### src/wsd_map.svh
// constants for the watch display and time-setting control
// Operation
// - second display closure before hours-minutes timeout shows date 1.25 s
// - date stays shown while display switch is held closed
// - date counts 1 to 31 with leading zero blanked
// - date held, set closed: date advances at 2 Hz until set opens
// - seconds, minutes and hours keep counting during date setting
// - set alone shows hours-minutes and advances hours at 2 Hz
// - both closed: hours-minutes shown, minutes advance 2 Hz after 0.75-1.0 s
// - set opens with display held: hold, blink 0.25 s on 0.75 s off
// - seconds forced to 00 during minute setting and hold
// - both switches open returns all counters to normal counting
// - short set closure with display held clears seconds, minutes unchanged
// - counter being set never carries into the next higher counter
// - display and set debounced on closure and release, 20 ms bounce
// - digit on-time from duty-select and dim: 7/8, 2/8, 4/8, 1/8
// - dim left unconnected reads as logic 1
// - 4096 Hz square wave at 50 percent duty on tuning output
// - test high: pad outputs 4 Hz tick; test low: pad input replaces tick
// - lamp test low lights every segment, still gated by digit duty
// - display closure shows hours-minutes for 1.25 s
// - four digits multiplexed from 1024 Hz, each digit a quarter of time
// - date or hours in digits 1-2, minutes or seconds in digits 3-4
// - hours count 1 to 12, AM on segment f of digit 1, zero blanked
`ifndef WSD_MAP_SVH
`define WSD_MAP_SVH

`define WSD_PCLK_HZ 125000000
`define WSD_TICK_HZ 8192
`define WSD_DEB_MS 20
`define WSD_DEB_TICKS ((`WSD_DEB_MS * `WSD_TICK_HZ + 999) / 1000)
`define WSD_QTR_MS 250
`define WSD_SHOW_MS 1250
`define WSD_SHOW_QTRS (`WSD_SHOW_MS / `WSD_QTR_MS)
`define WSD_MINSET_MS 750
`define WSD_MINSET_QTRS (`WSD_MINSET_MS / `WSD_QTR_MS)

`define WSD_CTRL_OFS 12'h000
`define WSD_TIME_OFS 12'h004
`define WSD_STAT_OFS 12'h008
`define WSD_CTRL_OVR_BIT 0
`define WSD_CTRL_SEL_LSB 1
`define WSD_TIME_SEC_LSB 0
`define WSD_TIME_MIN_LSB 8
`define WSD_TIME_HR_LSB 16
`define WSD_TIME_PM_BIT 20
`define WSD_TIME_DATE_LSB 24
`define WSD_STAT_DB_LSB 0
`define WSD_STAT_MODE_LSB 4

`define WSD_HR_RST 4'hc
`define WSD_DATE_RST 5'h01

`endif

### src/wsd_pkg.sv
// types for the watch display and time-setting control
package wsd_pkg;

    typedef enum logic [2:0] {
        M_OFF  = 3'b000,
        M_HM   = 3'b001,
        M_SEC  = 3'b010,
        M_DATE = 3'b011,
        M_DSET = 3'b100,
        M_HSET = 3'b101,
        M_MSET = 3'b110,
        M_HOLD = 3'b111
    } wsd_mode_t;

    typedef struct packed {
        logic psel;
        logic penable;
        logic pwrite;
        logic [11:0] paddr;
        logic [31:0] pwdata;
    } wsd_apb_req_t;

    typedef struct packed {
        logic [3:0] digit_en;
        logic [6:0] seg;
        logic colon;
    } wsd_disp_t;

    typedef struct packed {
        logic [15:0] pre;
        logic [10:0] div;
        logic pad_prev;
        logic [1:0] db;
        logic [1:0][7:0] dcnt;
        logic [1:0] q4;
        logic [2:0] both_q;
        logic [2:0] tmr;
        wsd_mode_t mode;
        logic [5:0] sec;
        logic [5:0] min;
        logic [3:0] hr;
        logic pm;
        logic [4:0] date;
        logic [2:0] ctrl;
        logic [31:0] prdata;
        logic pslverr;
        wsd_disp_t disp;
    } wsd_state_t;

endpackage

### src/wsd_watch_ctrl.sv
// watch display, time setting and brightness control with apb status access
`include "wsd_map.svh"

module wsd_watch_ctrl #(
    parameter int TICK_CYC = `WSD_PCLK_HZ / `WSD_TICK_HZ
) (
    input wire logic pclk,
    input wire logic presetn,
    input wire wsd_pkg::wsd_apb_req_t apb_req,
    output logic [31:0] prdata,
    output logic pready,
    output logic pslverr,
    input wire logic disp_sw,
    input wire logic set_sw,
    input wire logic dtcycl,
    input wire logic dim,
    input wire logic lamp_n,
    input wire logic test_n,
    input wire logic tick_monitor_inject_pad_i,
    output logic tick_monitor_inject_pad_o,
    output logic tick_monitor_inject_pad_oe,
    output logic osc_tune_4096,
    output wsd_pkg::wsd_disp_t disp
);

    localparam wsd_pkg::wsd_state_t RST = '{
        pre: '0, div: '0, pad_prev: 1'b0, db: '0, dcnt: '0, q4: '0,
        both_q: '0, tmr: '0, mode: wsd_pkg::M_OFF, sec: '0, min: '0,
        hr: `WSD_HR_RST, pm: 1'b0, date: `WSD_DATE_RST, ctrl: '0,
        prdata: '0, pslverr: 1'b0, disp: '0};
    localparam logic [7:0] DEB_LAST = 8'(`WSD_DEB_TICKS - 1);
    localparam logic [2:0] SHOW_Q = 3'(`WSD_SHOW_QTRS);
    localparam logic [2:0] MIN_Q = 3'(`WSD_MINSET_QTRS);

    wsd_pkg::wsd_state_t r_reg;
    wsd_pkg::wsd_state_t r_next;

    logic t8k;
    logic qt;
    logic adv2;
    logic adv_min;
    logic sec_carry;
    logic min_carry;
    logic hr_carry;
    logic d_rise;
    logic d_lvl;
    logic s_lvl;
    logic [1:0] raw;
    logic [4:0] hstep;
    logic [7:0] lbcd;
    logic [7:0] rbcd;
    logic [3:0] dval;
    logic dblank;
    logic [6:0] sg;
    logic [2:0] ontime;
    logic [1:0] bright;
    logic visible;
    logic active;
    logic hm_mode;
    logic [31:0] rd;

    // 12-hour step: returns {pm, hour}
    function automatic logic [4:0] hr_step(input logic [3:0] h, input logic p);
        logic [4:0] res;
        res = {p, 4'h1};
        if (h == 4'hb) begin
            res = {~p, 4'hc};
        end else if (h != 4'hc) begin
            res = {p, 4'(h + 4'h1)};
        end
        return res;
    endfunction

    function automatic logic [7:0] to_bcd(input logic [5:0] v);
        return {4'(v / 6'h0a), 4'(v % 6'h0a)};
    endfunction

    // segment pattern, bit order g f e d c b a
    function automatic logic [6:0] seg7(input logic [3:0] v);
        logic [6:0] s;
        case (v)
            4'h0: s = 7'h3f;
            4'h1: s = 7'h06;
            4'h2: s = 7'h5b;
            4'h3: s = 7'h4f;
            4'h4: s = 7'h66;
            4'h5: s = 7'h6d;
            4'h6: s = 7'h7d;
            4'h7: s = 7'h07;
            4'h8: s = 7'h7f;
            4'h9: s = 7'h6f;
            default: s = 7'h00;
        endcase
        return s;
    endfunction

    // whole next-state computation
    always_comb begin
        r_next = r_reg;
        // time base: one 8192 Hz tick, everything else divides it
        t8k = (r_reg.pre == 16'(TICK_CYC - 1));
        r_next.pre = t8k ? 16'h0000 : 16'(r_reg.pre + 16'h0001);
        if (t8k) begin
            r_next.div = 11'(r_reg.div + 11'h001);
        end
        r_next.pad_prev = tick_monitor_inject_pad_i;
        // pad input replaces the internal 4 Hz tick in test
        qt = test_n ? (t8k && r_reg.div == 11'h7ff)
                    : (tick_monitor_inject_pad_i && !r_reg.pad_prev);

        // debounce: a new level is taken only after 20 ms of stability
        raw = {set_sw, disp_sw};
        for (int i = 0; i < 2; i++) begin
            if (raw[i] == r_reg.db[i]) begin
                r_next.dcnt[i] = 8'h00;
            end else if (t8k) begin
                if (r_reg.dcnt[i] == DEB_LAST) begin
                    r_next.db[i] = raw[i];
                    r_next.dcnt[i] = 8'h00;
                end else begin
                    r_next.dcnt[i] = 8'(r_reg.dcnt[i] + 8'h01);
                end
            end
        end
        d_lvl = r_reg.db[0];
        s_lvl = r_reg.db[1];
        d_rise = r_next.db[0] && !r_reg.db[0];

        // quarter-second bookkeeping; set pulses derive from the same tick
        adv2 = qt && r_reg.q4[0];
        if (qt) begin
            r_next.q4 = 2'(r_reg.q4 + 2'h1);
            if (r_reg.tmr != 3'h0) begin
                r_next.tmr = 3'(r_reg.tmr - 3'h1);
            end
            if (r_reg.both_q < 3'h4) begin
                r_next.both_q = 3'(r_reg.both_q + 3'h1);
            end else begin
                r_next.both_q = (r_reg.both_q == 3'h4) ? 3'h5 : 3'h4;
            end
        end
        // first minute step after 4 quarter ticks: 0.75 to 1.0 s of hold
        adv_min = qt && (r_reg.both_q == MIN_Q || r_reg.both_q == 3'h5);

        // switch-driven mode sequencing
        case (r_reg.mode)
            wsd_pkg::M_OFF: begin
                if (d_rise) begin
                    r_next.mode = wsd_pkg::M_HM;
                    r_next.tmr = SHOW_Q;
                end else if (s_lvl && !d_lvl) begin
                    r_next.mode = wsd_pkg::M_HSET;
                end
            end
            wsd_pkg::M_HM: begin
                if (s_lvl) begin
                    r_next.mode = d_lvl ? wsd_pkg::M_MSET : wsd_pkg::M_HSET;
                    r_next.both_q = 3'h0;
                end else if (d_rise) begin
                    r_next.mode = wsd_pkg::M_DATE;
                    r_next.tmr = SHOW_Q;
                end else if (r_reg.tmr == 3'h0) begin
                    r_next.mode = d_lvl ? wsd_pkg::M_SEC : wsd_pkg::M_OFF;
                end
            end
            wsd_pkg::M_SEC: begin
                if (s_lvl) begin
                    r_next.mode = wsd_pkg::M_MSET;
                    r_next.both_q = 3'h0;
                end else if (!d_lvl) begin
                    r_next.mode = wsd_pkg::M_OFF;
                end
            end
            wsd_pkg::M_DATE: begin
                if (d_lvl && s_lvl) begin
                    r_next.mode = wsd_pkg::M_DSET;
                end else if (r_reg.tmr == 3'h0 && !d_lvl) begin
                    r_next.mode = wsd_pkg::M_OFF;
                end
            end
            wsd_pkg::M_DSET: begin
                if (!d_lvl) begin
                    r_next.mode = wsd_pkg::M_OFF;
                end else if (!s_lvl) begin
                    r_next.mode = wsd_pkg::M_DATE;
                end
            end
            wsd_pkg::M_HSET: begin
                if (d_lvl) begin
                    r_next.mode = wsd_pkg::M_MSET;
                    r_next.both_q = 3'h0;
                end else if (!s_lvl) begin
                    r_next.mode = wsd_pkg::M_OFF;
                end
            end
            wsd_pkg::M_MSET: begin
                // short closures leave here before adv_min ever fires
                if (!s_lvl) begin
                    r_next.mode = d_lvl ? wsd_pkg::M_HOLD : wsd_pkg::M_OFF;
                end else if (!d_lvl) begin
                    r_next.mode = wsd_pkg::M_HSET;
                end
            end
            wsd_pkg::M_HOLD: begin
                if (s_lvl) begin
                    r_next.mode = wsd_pkg::M_MSET;
                    r_next.both_q = 3'h0;
                end else if (!d_lvl) begin
                    r_next.mode = wsd_pkg::M_OFF;
                end
            end
            default: begin
                r_next.mode = wsd_pkg::M_OFF;
            end
        endcase

        // seconds, held at zero while minutes are set or in hold
        sec_carry = 1'b0;
        if (r_reg.mode == wsd_pkg::M_MSET || r_reg.mode == wsd_pkg::M_HOLD) begin
            r_next.sec = 6'h00;
        end else if (qt && r_reg.q4 == 2'h3) begin
            sec_carry = (r_reg.sec == 6'h3b);
            r_next.sec = sec_carry ? 6'h00 : 6'(r_reg.sec + 6'h01);
        end
        // minutes: set steps never carry into hours
        min_carry = 1'b0;
        if (r_reg.mode == wsd_pkg::M_MSET) begin
            if (adv_min) begin
                r_next.min = (r_reg.min == 6'h3b) ? 6'h00 : 6'(r_reg.min + 6'h01);
            end
        end else if (sec_carry) begin
            min_carry = (r_reg.min == 6'h3b);
            r_next.min = min_carry ? 6'h00 : 6'(r_reg.min + 6'h01);
        end
        // hours 1..12 with am/pm, date carry only at pm to am
        hstep = hr_step(r_reg.hr, r_reg.pm);
        hr_carry = 1'b0;
        if (r_reg.mode == wsd_pkg::M_HSET) begin
            if (adv2) begin
                {r_next.pm, r_next.hr} = hstep;
            end
        end else if (min_carry) begin
            {r_next.pm, r_next.hr} = hstep;
            hr_carry = (r_reg.hr == 4'hb) && r_reg.pm;
        end
        // date 1..31, wraps to 1 both when set and when carried
        if ((r_reg.mode == wsd_pkg::M_DSET && adv2) || hr_carry) begin
            r_next.date = (r_reg.date == 5'h1f) ? 5'h01 : 5'(r_reg.date + 5'h01);
        end

        // display: digit slot is 8 ticks of 8192 Hz, so each step is 1/8
        hm_mode = (r_reg.mode == wsd_pkg::M_HM) || (r_reg.mode == wsd_pkg::M_HSET) ||
                  (r_reg.mode == wsd_pkg::M_MSET) || (r_reg.mode == wsd_pkg::M_HOLD);
        lbcd = 8'h00;
        rbcd = 8'h00;
        if (hm_mode) begin
            lbcd = to_bcd(6'(r_reg.hr));
            rbcd = to_bcd(r_reg.min);
        end else if (r_reg.mode == wsd_pkg::M_SEC) begin
            rbcd = to_bcd(r_reg.sec);
        end else begin
            lbcd = to_bcd(6'(r_reg.date));
        end
        dblank = 1'b0;
        case (r_reg.div[4:3])
            2'h0: begin
                dval = lbcd[7:4];
                dblank = (lbcd[7:4] == 4'h0) || (r_reg.mode == wsd_pkg::M_SEC);
            end
            2'h1: begin
                dval = lbcd[3:0];
                dblank = (r_reg.mode == wsd_pkg::M_SEC);
            end
            2'h2: begin
                dval = rbcd[7:4];
                dblank = (r_reg.mode == wsd_pkg::M_DATE) || (r_reg.mode == wsd_pkg::M_DSET);
            end
            default: begin
                dval = rbcd[3:0];
                dblank = (r_reg.mode == wsd_pkg::M_DATE) || (r_reg.mode == wsd_pkg::M_DSET);
            end
        endcase
        sg = dblank ? 7'h00 : seg7(dval);
        if (hm_mode && r_reg.div[4:3] == 2'h0 && !r_reg.pm) begin
            sg = sg | 7'h20;
        end
        // software override of the brightness pins; dim floats to 1 by pull-up
        bright = r_reg.ctrl[`WSD_CTRL_OVR_BIT] ?
                 r_reg.ctrl[`WSD_CTRL_SEL_LSB +: 2] : {dtcycl, dim};
        case (bright)
            2'h3: ontime = 3'h7;
            2'h2: ontime = 3'h2;
            2'h1: ontime = 3'h4;
            default: ontime = 3'h1;
        endcase
        visible = !((r_reg.mode == wsd_pkg::M_SEC || r_reg.mode == wsd_pkg::M_HOLD) &&
                    r_reg.q4 != 2'h0);
        // slot 7 is never lit, which doubles as inter-digit blanking
        active = (r_reg.mode != wsd_pkg::M_OFF) && visible && (r_reg.div[2:0] < ontime);
        r_next.disp.digit_en = active ? 4'(4'h1 << r_reg.div[4:3]) : 4'h0;
        r_next.disp.seg = !lamp_n ? 7'h7f : sg;
        r_next.disp.colon = active && (hm_mode || r_reg.mode == wsd_pkg::M_SEC);

        // apb: decode in setup, answer with zero wait states in access
        rd = 32'h0000_0000;
        rd[`WSD_TIME_SEC_LSB +: 6] = r_reg.sec;
        rd[`WSD_TIME_MIN_LSB +: 6] = r_reg.min;
        rd[`WSD_TIME_HR_LSB +: 4] = r_reg.hr;
        rd[`WSD_TIME_PM_BIT] = r_reg.pm;
        rd[`WSD_TIME_DATE_LSB +: 5] = r_reg.date;
        if (apb_req.psel && !apb_req.penable) begin
            r_next.pslverr = 1'b0;
            case (apb_req.paddr)
                `WSD_CTRL_OFS: r_next.prdata = {29'h0, r_reg.ctrl};
                `WSD_TIME_OFS: r_next.prdata = rd;
                `WSD_STAT_OFS: r_next.prdata = {25'h0, r_reg.mode, 2'h0, r_reg.db};
                default: begin
                    r_next.prdata = 32'h0000_0000;
                    r_next.pslverr = 1'b1;
                end
            endcase
        end
        if (apb_req.psel && apb_req.penable && apb_req.pwrite &&
            apb_req.paddr == `WSD_CTRL_OFS) begin
            r_next.ctrl = apb_req.pwdata[2:0];
        end
    end

    // single state register
    always_ff @(posedge pclk or negedge presetn) begin
        if (!presetn) begin
            r_reg <= RST;
        end else begin
            r_reg <= r_next;
        end
    end

    assign prdata = r_reg.prdata;
    assign pslverr = r_reg.pslverr;
    assign pready = apb_req.psel && apb_req.penable; // no wait states
    assign osc_tune_4096 = r_reg.div[0];
    assign tick_monitor_inject_pad_o = r_reg.div[10];
    assign tick_monitor_inject_pad_oe = test_n;
    assign disp = r_reg.disp;
endmodule

### config.mk
export PLATFORM = sky130hd
export DESIGN_NAME = wsd_watch_ctrl
export DESIGN_NICKNAME = d
export VERILOG_FILES = /design/src/wsd_pkg.sv /design/src/wsd_watch_ctrl.sv
export VERILOG_INCLUDE_DIRS = /design/src
export SDC_FILE = /design/constraint.sdc
export NUM_CORES = 1
export LEC_CHECK = 0
export BUFFER_PORTS_ARGS = -buffer_cell sky130_fd_sc_hd__buf_2
export CORE_MARGIN = 10
export CORE_UTILIZATION = 35
export CTS_CLUSTER_SIZE = 10
export DETAILED_ROUTE_END_ITERATION = 8
export SKIP_CTS_REPAIR_TIMING = 1
export SLEW_MARGIN = 20
export SYNTH_ARGS = -nofsm -noshare
export SYNTH_HDL_FRONTEND = slang
export SYNTH_SLANG_ARGS = --single-unit
### constraint.sdc
create_clock -name pclk -period 8.5 [get_ports pclk]
set_input_delay 0.425 -clock pclk [delete_from_list [all_inputs] [get_ports pclk]]
set_output_delay 0.425 -clock pclk [all_outputs]
set_load 0.01 [all_outputs]
* Word level (Yosys, flattened, before mapping) *
Memory sizes are Yosys's and may differ from the RTL's.
Index checks and enable logic that the tools add are counted.

word-level totals
  word-level logic and storage cells = 214
  ROM bits = 112
  RAM bits = 0
  output and inout bits = 49
  bits of input ports = 56
  flip-flop bits (word level) = 127
  memories kept = 1
  bits in latches = 0

operators by class
  divide/modulo/power cells = 8
  $lt $le $gt $ge = 2
  multiplexer cells = 73
  add/subtract/negate cells = 11
  multiply operators = 0
  bitwise logic cells = 2
  shift-type cells = 1
  reduce and logical (&&, ||, !) cells = 56
  equal/unequal tests = 38

memory list
  memory            depth  width  read ports  clocked after Yosys merged registers in  write ports  RTL line              RTL
  (name not given)  16     7      1           0                                        0            wsd_watch_ctrl.sv:81  case (v)

operators with widths
  cell                     count
  $pmux W29 S3             1
  $mux W8                  10
  $mux W3                  22
  $mux W6                  9
  $mux W5                  5
  $logic_and A1 B1 Y1      21
  $pmux W3 S7              1
  $eq A3 B3 Y1 const B     6
  $add A16 B1 Y16 const B  1
  $add A8 B1 Y8 const B    2
  $eq A16 B14 Y1 const B   1
  $eq A8 B8 Y1 const B     2
  $mux W16                 1
  $ne A3 B3 Y1 const B     5
  $mux W7                  2
  $add A6 B1 Y6 const B    2
  $div A6 B4 Y6 const B    2
  $eq A12 B3 Y1 const B    1
  $eq A12 B4 Y1 const B    1
  $eq A6 B6 Y1 const B     2
  $logic_not A12 Y1        1
  $mod A6 B4 Y6 const B    2
  $mux W1                  12
  $pmux W3 S2              2
  other kinds (42)         77

* Depth between registers and ports, before layout *
  word-level depth = 11
  gate-level depth with buffers = 13
  gate-level depth less buffers = 12

* Worst setup path after synthesis *
OpenSTA, ideal clock, no wires.

  path kind = register to register
  start = register r_reg[48] (netlist bit)
  end = register r_reg, in the netlist disp[5]
  arrival = 2.852 ns
  slack = 5.544 ns
  library setup time = 0.104 ns
  path buffers = 0
  period minus slack after synthesis = 2.956 ns
  data required time = 8.396 ns
  stages on the path, launching flop included = 11
  path through = dfstp_2 inv_1 ha_1 or4_1 a21o_1 a22o_1 a221oi_2 ha_1 inv_1 or3_1 o311ai_1

RTL lines
  what                    RTL line               RTL
  start, declared         wsd_watch_ctrl.sv:35   wsd_pkg::wsd_state_t r_reg;
  start signal, assigned  wsd_watch_ctrl.sv:334  r_reg <= r_next;

==> summary.txt <==
Power
  • PD cells: 174 nW/um2
  • Gate power share: 9.3%
  • VDD IR-drop max: 127 uV
  • Clk pwr share: 47.5%
  • Flop pwr share: 43.2%
  • Cell internal pwr: 1050 uW
  • Switching share of power: 27.0%
  • P_leak: 0.00375 uW
  • Sw Pwr: 389 uW

Die
  • Die width: 167 um
  • Vert. Die Dim: 167 um
  • I/O Pins: 105
  • Row count: 53
  • Die area: 27700 um2
  • Core box area: 21100 um2
  • Starting Density: 35.6%

Placed design
  • GPL Wtd Cong: 0.849
  • Port bufs: 66
  • Instance area at placement: 7740 um2
  • Detailed Place HPWL: 12500 um

Logic synthesis
  • Seq/Total Area, Yosys: 39.4%
  • Post-synth top flop: dfrtp_1
  • Synth cell types: 75
  • Post-synth ARST share: 100%
  • Synthesis warning total: 0
  • Post-synthesis cell area: 7510 um2
  • Post-synthesis cell count: 828
  • Mapped Avg Cell Area: 9.07 um2
  • EDFF count, synth: 0
  • FF+latch count, synth: 118

Global routing
  • Antenna violations before repair: 0
  • All-Layer GR Usage: 12.3%
  • Grt ovf: 0
  • Largest net degree at the start of global routing: 76
  • Vias in the first global route: 5565
  • First-pass GRT wire length: 28800 um

Cells and area
  • Share of post-route cells with drive strength above 1: 15.4%
  • Max reg flops: 79
  • Post-route cell area: 8310 um2
  • Area grow syn2layout: 10.6%
  • Number of fill cells: 2140
  • ANT cells: 0
  • Final net count: 935
  • Most frequent cells in the layout: dfrtp_1 (115), nor2_1 (71), nand2_1 (65), buf_2 (65), o21ai_0 (57)
  • Commonest non-fill, non-tap cell in the layout: dfrtp_1

Clock network
  • Max Buffers Root-to-Sink: 2
  • Clk slew on worst S/H paths: 0.06 ns
  • Root buffer cell: clkbuf_16
  • Sink Count: 118
  • CTS tree: yes
  • Worst skew pair latency: 0.42 ns
  • Num CTS Buffers: 17
  • CTS HTree Levels: 4

Worst setup path
  • Slowest cell on crit path: dfrtp_1
  • Largest stage delay, worst path: 0.56 ns
  • Worst reg2reg startpoint: r_reg[62]
  • Worst r2r path cells: 12
  • Crit. End Element: register
  • Reg2Reg Setup Slack: 5.08 ns
  • CP cell instances: or3b_2 > a21oi_1 > or2_2 > inv_1 > ha_1 > nand2b_1 > a2111oi_0 > a311oi_1 > o221ai_1 > nand2_1 > a21oi_1 > o211ai_1
  • Critical Path RT: 8.77 ns
  • Startpoint types: register
  • Setup CP Type: register to register
  • CP arrival: 3.69 ns
  • Crit path launch: r_reg[62]
  • CP Max Fanout: 13
  • R2r endpoint: disp[6]
  • Cell mode on critical path: a21oi_1

STA
  • Hold Vio Cnt, Final: 11
  • Clk_skew: 0.0120 ns
  • RSZ-0062 raised after global routing: false
  • # setup viols final: 0
  • Min cycle time layout: 3.42 ns
  • Relative slew slack: 35.4%
  • Slew of the pin with the lowest slew margin: 0.969 ns
  • Hold WS: -0.0113 ns
  • Peak Freq: 293 MHz
  • Slew Limit Fails: 0
  • Fin Setup TNS: 0 ns
  • Tcrit/Tclk final: 40.2%

Routing
  • First-iteration detailed-routing DRC count: 288
  • TritonRoute pass-1 iters: 4
  • Routed WL: 17100 um
  • Via/cell ratio: 5.16
  • WL/cell: 15.2 um
  • Via Count: 5814
  • Post-route ant nets: 0
  • DRC: 0

Outcome
  • Status: complete, but fails checks
  • Failing checks: negative hold slack

Run
  • Number of max-cap violations: 0

Min path
  • HP Class: input port to asynchronous set/reset pin
==> Yosys cell counts, types with 4 or more instances <==
cell type  count  share of area [%]
a22o_1        20                2.3
nor3b_1        4               0.40
and2_1         4               0.33
nand2b_1      14                1.2
o31ai_1       12                1.2
a211o_1        4               0.47
buf_2         10               0.67
ha_1          40                6.7
nor3_1        14               0.93
nor4_1         5               0.42
a31oi_1        6               0.50
xor2_1        23                2.7
nand2_1       65                3.2
buf_4         45                4.5
o21ai_0       57                3.8
a211oi_1       5               0.50
nand4_1       10               0.83
clkbuf_1      29                1.4
nand3b_1       4               0.40
dfrtp_1      115                 38
inv_1         37                1.8
o21a_1         6               0.60
mux2i_1       10                1.3
o211ai_1       6               0.60
a22oi_1        4               0.40
nand3_1       39                2.6
mux2_2        12                1.8
and3_1        11               0.92
xnor2_1       18                2.1
a21oi_1       42                2.8
nor2_1        71                3.5
nor2b_1       17                1.4
==> per-layer routing <==
layer  part of all wire, %  wire (um)  up-vias  track usage (%)
li1                      -          -     2923                -
met1                    49       8340     2797             16.6
met2                    47       8050       84             19.3
met3                   3.6        609       10             2.87
met4                  0.70        120        0             3.55
met5                     0          0        -                0
==> how the worst max path moves through the flow <==
stage / endpoint / slack, ns / cells past startpoint
after floorplan: disp[5] / 5.54 / 10
after global placement: disp[5] / 5.19 / 10
after detailed placement: disp[6] / 5.17 / 12
after CTS: disp[6] / 5.15 / 12
after global routing: disp[6] / 4.86 / 12
final: disp[6] / 5.08 / 12
==> critical path: cells and delay by family, from the launching register on <==
family | cells | cell delay [ns]
simple gates | 4 | 0.86
flops | 1 | 0.56
compound gates | 6 | 1.53
buf+inv | 1 | 0.04
fa+ha+maj | 1 | 0.25
==> cells by family (layout without fill, tap and decap cells) <==
logic type | count (synthesis) | count (layout) | synth area share [%]
flip-flops | 118 | 118 | 39.4
adder cells (fa/ha/maj) | 40 | 40 | 6.66
AND/OR/NAND/NOR | 283 | 283 | 19.4
XOR/XNOR | 41 | 41 | 4.78
other | 1 | 9 | 0.0499
AO/OA/AOI/OAI | 199 | 199 | 17.9
buffers and inverters | 124 | 140 | 8.71
multiplexers | 22 | 22 | 3.13
==> power groups by stage <==
stage	Sequential (uW)	Combinational [uW]	Clock (uW)
global route	628	156	726
detailed placement	632	135	0
global placement	631	133	0
finish	623	134	685
CTS	623	136	704
floorplan	620	104	0
==> through the flow <==
step | cells | worst slack [ns] | power [uW] | util [%]
after floorplan | 836 | 5.54 | 724 | -
after global placement | 1095 | 5.19 | 765 | 36.7
after detailed placement | 1095 | 5.17 | 767 | 36.7
after CTS | 1127 | 5.15 | 1460 | 39.4
after global routing | 1127 | 4.86 | 1510 | 39.4
final | 1127 | 5.08 | 1440 | 39.4
==> layout make-up <==
| class | count | area [um2] | area share [%] |
|---|---|---|---|
| clock inverters | 13 | 123 | 1.48 |
| flip-flops and latches | 118 | 2960 | 35.6 |
| clock buffers | 19 | 443 | 5.33 |
| multi-input cells | 594 | 3930 | 47.3 |
| repair buffers | 71 | 370 | 4.46 |
| inverters | 37 | 139 | 1.67 |
| well taps | 275 | 344 | 4.14 |
Note: power is estimated with default switching activity, not from simulation.
